===== src/rtl/opm_defines.vh =====
// Constants for the programming mode entry and slave programming port
`ifndef OPM_DEFINES_VH
`define OPM_DEFINES_VH
`define OPM_MODE_SERIAL 4'h0
`define OPM_MODE_SLAVE 4'h5
`define OPM_MODE_DUMP 4'h6
`define OPM_MODE_AUTO 4'hc
`define OPM_CMD_BIT 0
`define OPM_ADDR_W 15
`define OPM_DATA_W 16
`define OPM_MEM_DEPTH 16
`define OPM_MEM_AW 4
`define OPM_AUTO_WORDS 16'h0010
`define OPM_MEM_RESET 16'hffff
`endif


===== src/rtl/opm_port.v =====
// Programming mode entry, slave handshake and auto/dump bus sequencer
`timescale 1ns/1ps
`default_nettype none
`include "opm_defines.vh"

module opm_port (
	input wire core_clk, // 25 MHz clock
	input wire reset, // Synchronous reset, active high
	input wire [3:0] program_strobe_n_mode_select, // Mode select straps
	input wire external_access_n, // High means programming voltage present
	input wire command_latch_strobe_n, // Latch strobe from programmer
	input wire program_strobe_n, // Program/dump strobe
	input wire address_step_n, // Auto-increment request
	input wire serial_rx, // Serial receive line
	input wire [15:0] programming_bus_in, // Bus level as seen on pins
	output reg [15:0] programming_bus_out, // Bus output value
	output reg [15:0] programming_bus_oe, // Bus drive enables
	output reg [1:0] upper_addr_out, // Upper address lines in auto/dump
	output reg location_verify_out, // Per-location verify
	output reg serial_tx, // Serial transmit line
	output reg cumulative_verify_out, // Cumulative verify
	output reg operation_active_n, // Auto/dump activity
	output reg program_strobe_n_entered, // Programming mode active
	output reg [3:0] active_mode // Latched mode
);

localparam [4:0] ST_IDLE = 5'h01, ST_CMD = 5'h02, ST_PROGRAM_STROBE_N = 5'h04, ST_DUMP = 5'h08,
	ST_RUN = 5'h10;

// ----------------------------------------
// Pin synchronisers
// ----------------------------------------
reg [2:0] ale_s, prg_s, inc_s, rx_s, ea_s;
reg [15:0] bus_s1, bus_s2, bus_s3;
reg [3:0] mode_s1, mode_s2, mode_s3;
always @(posedge core_clk) begin
	ale_s <= {ale_s[1:0], command_latch_strobe_n};
	prg_s <= {prg_s[1:0], program_strobe_n};
	inc_s <= {inc_s[1:0], address_step_n};
	rx_s <= {rx_s[1:0], serial_rx};
	ea_s <= {ea_s[1:0], external_access_n};
	bus_s1 <= programming_bus_in;
	bus_s2 <= bus_s1;
	bus_s3 <= bus_s2;
	mode_s1 <= program_strobe_n_mode_select;
	mode_s2 <= mode_s1;
	mode_s3 <= mode_s2;
end

// Filtered level: changes once stages two and three agree
reg ale_q, prg_q, inc_q, rx_q;
always @(posedge core_clk) begin
	if (reset) begin
		ale_q <= 1'b1;
		prg_q <= 1'b1;
		inc_q <= 1'b1;
		rx_q <= 1'b1;
	end else begin
		if (ale_s[1] == ale_s[2])
			ale_q <= ale_s[2];
		if (prg_s[1] == prg_s[2])
			prg_q <= prg_s[2];
		if (inc_s[1] == inc_s[2])
			inc_q <= inc_s[2];
		if (rx_s[1] == rx_s[2])
			rx_q <= rx_s[2];
	end
end
wire ale_fall = ale_q & ~ale_s[2] & (ale_s[1] == ale_s[2]);
wire prg_fall = prg_q & ~prg_s[2] & (prg_s[1] == prg_s[2]);
wire prg_rise = ~prg_q & prg_s[2] & (prg_s[1] == prg_s[2]);

// ----------------------------------------
// Mode capture at reset release
// ----------------------------------------
// Straps are taken on the first clock after release, from synchroniser stages that still hold levels sampled under reset
reg rst_d_q, cap_done_q;
always @(posedge core_clk) begin
	rst_d_q <= reset;
	if (reset) begin
		cap_done_q <= 1'b0;
		program_strobe_n_entered <= 1'b0;
		active_mode <= 4'h0;
	end else if (!cap_done_q) begin
		cap_done_q <= 1'b1;
		program_strobe_n_entered <= ea_s[2] & ea_s[1];
		active_mode <= mode_s3;
	end
end
wire mode_ok = program_strobe_n_entered & cap_done_q & ~rst_d_q;
wire in_slave = mode_ok & (active_mode == `OPM_MODE_SLAVE);
wire in_dump = mode_ok & (active_mode == `OPM_MODE_DUMP);
wire in_auto = mode_ok & (active_mode == `OPM_MODE_AUTO);
wire in_serial = mode_ok & (active_mode == `OPM_MODE_SERIAL);

// ----------------------------------------
// Array model and sequencer
// ----------------------------------------
// Small flip-flop array stands in for the cells; address wraps on its size
reg [15:0] mem_q [0:`OPM_MEM_DEPTH-1];
reg [4:0] state_q;
reg [14:0] addr_q;
reg cmd_program_strobe_n_q;
reg [15:0] data_q;
reg [15:0] cnt_q;
reg [3:0] tx_bit_q;
integer i;

function [3:0] idx;
	input [14:0] a;
	idx = a[`OPM_MEM_AW-1:0];
endfunction

always @(posedge core_clk) begin
	if (reset) begin
		state_q <= ST_IDLE;
		addr_q <= 15'h0000;
		cmd_program_strobe_n_q <= 1'b0;
		data_q <= 16'h0000;
		cnt_q <= 16'h0000;
		tx_bit_q <= 4'h0;
		programming_bus_out <= 16'h0000;
		programming_bus_oe <= 16'h0000;
		upper_addr_out <= 2'h0;
		location_verify_out <= 1'b1;
		cumulative_verify_out <= 1'b1;
		operation_active_n <= 1'b1;
		serial_tx <= 1'b1;
		for (i = 0; i < `OPM_MEM_DEPTH; i = i + 1)
			mem_q[i] <= `OPM_MEM_RESET;
	end else begin
		case (state_q)
		ST_IDLE: begin
			programming_bus_oe <= 16'h0000;
			if (in_slave && ale_fall) begin
				cmd_program_strobe_n_q <= bus_s3[`OPM_CMD_BIT];
				addr_q <= bus_s3[15:1];
				state_q <= ST_CMD;
			end else if ((in_auto || in_dump) && cnt_q == 16'h0000) begin
				operation_active_n <= 1'b0;
				state_q <= ST_RUN;
			end else if (in_serial) begin
				serial_tx <= mem_q[idx(addr_q)][tx_bit_q];
				tx_bit_q <= tx_bit_q + 4'h1;
				if (!rx_q)
					addr_q <= 15'h0000;
			end
		end
		ST_CMD: begin
			if (prg_fall) begin
				if (cmd_program_strobe_n_q) begin
					data_q <= bus_s3;
					state_q <= ST_PROGRAM_STROBE_N;
				end else begin
					programming_bus_out <= mem_q[idx(addr_q)];
					programming_bus_oe <= ~mem_q[idx(addr_q)];
					state_q <= ST_DUMP;
				end
			end
		end
		ST_PROGRAM_STROBE_N: begin
			// One-time cells only clear bits; pulse repeats while strobe is low
			mem_q[idx(addr_q)] <= mem_q[idx(addr_q)] & data_q;
			location_verify_out <= ((mem_q[idx(addr_q)] & data_q) == data_q);
			if ((mem_q[idx(addr_q)] & data_q) != data_q)
				cumulative_verify_out <= 1'b0;
			if (prg_rise) begin
				if (!inc_q) begin
					addr_q <= addr_q + 15'h0001;
					state_q <= ST_CMD;
				end else
					state_q <= ST_IDLE;
			end
		end
		ST_DUMP: begin
			if (prg_rise) begin
				programming_bus_oe <= 16'h0000;
				if (!inc_q) begin
					addr_q <= addr_q + 15'h0001;
					state_q <= ST_CMD;
				end else
					state_q <= ST_IDLE;
			end
		end
		ST_RUN: begin
			// Plain push-pull system bus: address out, data read back in auto mode only
			programming_bus_oe <= 16'h3fff;
			programming_bus_out <= {2'b00, cnt_q[13:0]};
			upper_addr_out <= cnt_q[15:14];
			if (in_auto) begin
				mem_q[idx(cnt_q[14:0])] <= mem_q[idx(cnt_q[14:0])] & bus_s3;
				location_verify_out <= ((mem_q[idx(cnt_q[14:0])] & bus_s3) == bus_s3);
			end else
				mem_q[idx(cnt_q[14:0])] <= mem_q[idx(cnt_q[14:0])];
			cnt_q <= cnt_q + 16'h0001;
			if (cnt_q == `OPM_AUTO_WORDS - 16'h0001) begin
				operation_active_n <= 1'b1;
				programming_bus_oe <= 16'h0000;
				state_q <= ST_IDLE;
			end
		end
		default: state_q <= ST_IDLE;
		endcase
	end
end
// Port 2 roles are fixed by the captured mode and do not move until reset

endmodule // opm_port
`default_nettype wire


===== config.mk =====
export PLATFORM = sky130hd
export DESIGN_NAME = opm_port
export DESIGN_NICKNAME = d
export VERILOG_FILES = /design/src/rtl/opm_port.v
export VERILOG_INCLUDE_DIRS = /design/src /design/src/rtl
export SDC_FILE = /design/constraint.sdc
export NUM_CORES = 1
export LEC_CHECK = 0
export CAP_MARGIN = 30
export CORE_MARGIN = 2
export CORE_UTILIZATION = 50
export CTS_CLUSTER_DIAMETER = 30
export DETAILED_ROUTE_END_ITERATION = 6
export DONT_BUFFER_PORTS = 1
export PLACE_DENSITY = 0.72
export SLEW_MARGIN = 20
export SYNTH_ARGS = -nofsm -noshare
export SYNTH_HDL_FRONTEND = slang
export SYNTH_SLANG_ARGS = --single-unit

===== constraint.sdc =====
create_clock -name core_clk -period 5.2 [get_ports core_clk]
set_input_delay 0.52 -clock core_clk [delete_from_list [all_inputs] [get_ports core_clk]]
set_output_delay 0.52 -clock core_clk [all_outputs]
set_load 0.02 [all_outputs]

**Yosys cells after proc, flatten, opt, wreduce, memory -nomap -nowiden**

Memories as Yosys holds them, arrays and structs flattened. A register that Yosys moved wholly into a read port is not among the register bits.
Index checks and enable logic that the tools add are counted.

- $lt $le $gt $ge: 1
- Mux-type cells: 56
- Bitwise operators: 23
- Add/sub/neg operators: 3
- Equality and inequality tests: 29
- Reductions and logical operators: 23

Operators by type and width:

| kind | count |
|---|---|
| $mux 16 | 8 |
| $mux 15 | 6 |
| $pmux 16 s4 | 1 |
| $and 16x16->16 | 2 |
| $eq 16x16->1 | 2 |
| $pmux 16 s2 | 1 |
| $reduce_or 16->1 | 2 |
| $pmux 15 s2 | 1 |
| $mux 4 | 7 |
| $mux 5 | 5 |
| $mux 1 | 21 |
| $pmux 5 s4 | 1 |
| $add 16x1->16 const B | 1 |
| $eq 16x4->1 const B | 1 |
| $logic_not 16->1 | 1 |
| $ne 16x16->1 | 1 |
| $ne 2x2->1 const B | 8 |
| $not 16->16 | 1 |
| $reduce_and 4->1 | 4 |
| $add 15x1->15 const B | 1 |
| $mux 14 | 1 |
| $and 1x1->1 | 13 |
| $ne 3x3->1 const B | 4 |
| $eq 4x3->1 const B | 2 |
| 24 further kinds | 40 |

- Input port bits: 27
- Logic and storage cells: 168
- Flip-flop bits (word level): 181
- Bits in writable memories: 256
- Memories kept: 1
- Output and inout port bits: 43

Memories:

| name | words | bits a word | rd ports | clocked after Yosys merged registers in | wr ports | RTL line | source |
|---|---|---|---|---|---|---|---|
| mem_q | 16 | 16 | 2 | 2 | 16 | opm_port.v:100 | `` reg [15:0] mem_q [0:`OPM_MEM_DEPTH-1]; `` |

**Longest topological paths before layout**

- Depth in word-level cells: 10
- Mapped depth: 11
- Mapped depth without buffers: 8

**Worst setup path after synthesis**

Ideal clock, no wire load.

- Path type: input to register
- Start: input port reset
- End: memory mem_q[12][0], enable pin
- Stages on the path: 6
- Arrival time: 2.646 ns
- Path slack: 2.143 ns
- Library setup time: 0.411 ns
- Data required time: 4.789 ns
- Path buffers: 1
- Cell sequence: clkbuf_1 inv_1 nand2_1 mux2i_1 nand2_1 o21ai_0

RTL lines:

| item | RTL line | source |
|---|---|---|
| start, declared | opm_port.v:8 | `input wire reset,` |
| end, declared | opm_port.v:100 |  |

==> reports/results.txt <==
DRC viols: 0
Dpl hpwl: 43300 um
Setup crit end kind: flip-flop
Die H: 208 um
CP arrival: 4.04 ns
Post-CTS sizing: 0
Clock-pin slew on the worst setup and hold paths: 0.05 ns
Starting DRT DRC Count: 2276
Clk_lat worst skew: 0.62 ns
XOR/XNOR Fraction of Synth Area: 0.719%
IO Pins: 70
Avg Cell Area, Syn: 12.5 um^2
Hold depth: 1
Simple-Gate Fraction of Synth Area: 11.8%
Max-slew headroom: 29.1%
Cts bufs inserted: 87
Leak: 7.08 nW
Drt total wl: 66300 um
Hold Crit Start: reset
Critical path type: reg2reg
Measured slew at the worst slew-check pin: 1.03 ns
Number of global-route vias before repair: 15000
Min-Delay Endpoint: state_q[0]
Initial antenna violation count: 0
Status: complete, no violations
GRT Util Overall: 30.8%
Syn Nets: 1686
Tcrit/Tclk final: 71.5%
Setup ws final: 1.48 ns
Drt pass-1 iters: 6
Type of origin of the critical path: flip-flop
Chip Width: 208 um
Slowest CP cell: dfxtp_2
Post-Syn Area: 0.0207 mm^2
Post-Syn Instances: 1655
Setup-failing EPs final: 0
Share of layout cells above drive strength 1: 23.6%
Sequential area share after synthesis: 54.3%
Remaining antenna violation count: 0
Routability-driven placement congestion ratio: 0.977
CP top delay family: compound AO/OA/AOI/OAI gates
Area grow syn2layout: 19.1%
DP Worst Slack: 1.42 ns
Htree depth: 3
Starting Density: 50.7%
Clock skew: 0.0246 ns
CP max FO: 47
CP Cell Sequence: buf_12 -> mux4_2 -> o21ai_0 -> mux2i_1 -> a31oi_4 -> nand2_1
Hold Fails Final Rpt: 0
Netlist cell types: 74
Largest family of logic cells by synthesized area: multiplexers
Crit path required time: 5.53 ns
R2r worst-path depth: 6
CTS tree: done
Setup TNS Final: 0 ns
Commonest register cell after synthesis: edfxtp_1
Synth Register Bits: 434
Synth async-reset ratio: 0%
Hold Path Class: in2reg
Via Count: 15200
Setup repair bufs after CTS: 0
Max cap viols: 0
WHS: 0.0284 ns
Slowest cell delay on critical path: 0.79 ns
Total grt overflow: 0
PD cells: 391 mW/mm^2
Core area: 0.0408 mm^2
Post-synth EDFFs: 256
Max clock buf depth: 3
Maximum VDD drop: 0.251 mV
Fin crit period: 3.72 ns
Warnings, synthesis: 0
Adder-cell share of the synthesized area: 0.242%
Multiplexer area fraction after synthesis: 20.2%
Wire per inst: 28.7 um
IO buf count: 0
Reg2Reg Capture Point: mem_q[7][10]
Core Rows: 74
R2R Setup Slk: 1.48 ns
Mean number of vias per cell: 6.57
Root Buffer Master: clkbuf_16
Max Freq: 269 MHz
Die area: 0.0431 mm^2
First-pass GRT wire length: 98200 um
Sink Count: 434
Final Net Count: 1736
Slew Limit Fails: 0
Ant diodes: 0
RSZ-0062 raised after global routing: no
Pin count of the biggest net entering global routing: 85
Synth Area in Compound Gates: 8.63%
Worst Path Buf+Inv: 1
## worst max path at each step
stage / start / to / slack (ns) / depth (start not counted)
floorplan: reset / mem_q[12][0] / 2.14 / 6
global placement: state_q[2] / mem_q[15][14] / 1.12 / 8
detailed placement: flip-flop / mem_q[2][13] / 1.42 / 6
CTS: flip-flop / mem_q[11][13] / 1.40 / 6
global route: state_q[2] / mem_q[15][13] / 1.29 / 8
finish: flip-flop / mem_q[7][10] / 1.48 / 6
## where the power goes
part	total, mW	switching [mW]	internal (mW)
registers	3.70	0.0277	3.67
logic	0.125	0.0901	0.0345
clock network	5.82	2.01	3.80
## through the flow
stage | area, um^2 | cells | power, mW | utilization (%)
2_1_floorplan | 20700 | 1655 | 3.81 | -
3_3_place_gp | 21100 | 2107 | 3.85 | 51.6
3_5_place_dp | 21200 | 2118 | 3.85 | 52.0
4_1_cts | 24600 | 2309 | 9.66 | 60.3
5_1_grt | 24700 | 2312 | 9.83 | 60.4
6_report | 24700 | 2312 | 9.64 | 60.4
## repair_timing
| item | in CTS | in global routing |
|---|---|---|
| hold buffers | 27 | 0 |
| endpoints found under the setup margin | 0 | 0 |
| endpoints found under the hold margin | 112 | 0 |
## synthesized netlist by cell type, drive strengths merged, types with 8 or more instances
library cell / number / area [um^2]
xor2: 9 / 78.8
nand2b: 15 / 93.8
a21oi: 72 / 364
o22ai: 22 / 138
a222oi: 8 / 80.1
nor2: 134 / 503
edfxtp: 256 / 7690
mux2i: 71 / 711
dfxtp: 178 / 3560
o21ai: 49 / 249
nor2b: 19 / 119
nor3: 29 / 145
a211oi: 13 / 103
inv: 36 / 135
clkbuf: 54 / 203
nor4: 9 / 62.6
mux4: 152 / 3430
nand2: 308 / 1160
buf: 69 / 494
xnor2: 8 / 70.1
nand3: 19 / 95.1
a31oi: 23 / 369
## registers in the layout, indices dropped and copies added (netlist names), 4 cells and up, named ones only
signal and cells:
bus_s3 16, tx_bit_q 4, addr_q 4, programming_bus_out 16
mem_q 256, mode_s3 4, bus_s1 16, programming_bus_oe 16
cnt_q 16, state_q 5, mode_s2 4, data_q 16
bus_s2 16, active_mode 4, mode_s1 4
## area by class of cell
cell class                      count  area, um^2
Tap cell                          532         666
Sequential cell                   434       11300
Clock inverter                     68         817
Multi-Input combinational cell   1061        8660
Timing Repair Buffer               84         817
Fill cell                        3033       16200
Clock buffer                       96        2290
Inverter                           37         139
## logic make-up (layout without fill, tap and decap cells)
kind of cell,after synthesis,after routing
AO/OA/AOI/OAI,240,240
buffers and inverters,160,285
flip-flops,434,434
XOR/XNOR,17,17
AND/OR/NAND/NOR,573,573
multiplexers,227,227
adder cells (fa/ha/maj),4,4
## metal layers
metal | track usage, % | wire length, um
met1 | 39.8 | 23800
met2 | 47.1 | 30500
met3 | 8.02 | 8030
met4 | 18.3 | 3940
met5 | 0 | 0
## worst reg2reg max path: stages (launching register included)
cell and delay, ns:
dfxtp_2 0.79, buf_12 0.36, mux4_2 0.42, o21ai_0 0.62, mux2i_1 0.44, a31oi_4 0.68, nand2_1 0.13
## layout by cell type (no fill, tap or decap), drive strengths merged, types with 5 or more instances in the layout
cell / count
a31oi: 23
clkinvlp: 11
nor2b: 19
a21oi: 72
nand3: 19
nand4: 7
xnor2: 8
o22ai: 22
o21a: 5
inv: 53
nand2: 308
o21ai: 49
dlygate4sd3: 26
clkbuf: 97
nor3: 29
o211ai: 6
mux4: 152
nor4: 9
mux2i: 71
or2: 7
a222oi: 8
a211oi: 13
nand2b: 15
clkinv: 30
buf: 57
nor2: 134
xor2: 9
and2: 7
dfxtp: 178
bufinv: 11
edfxtp: 256
Power figures use the tool's default switching activity.
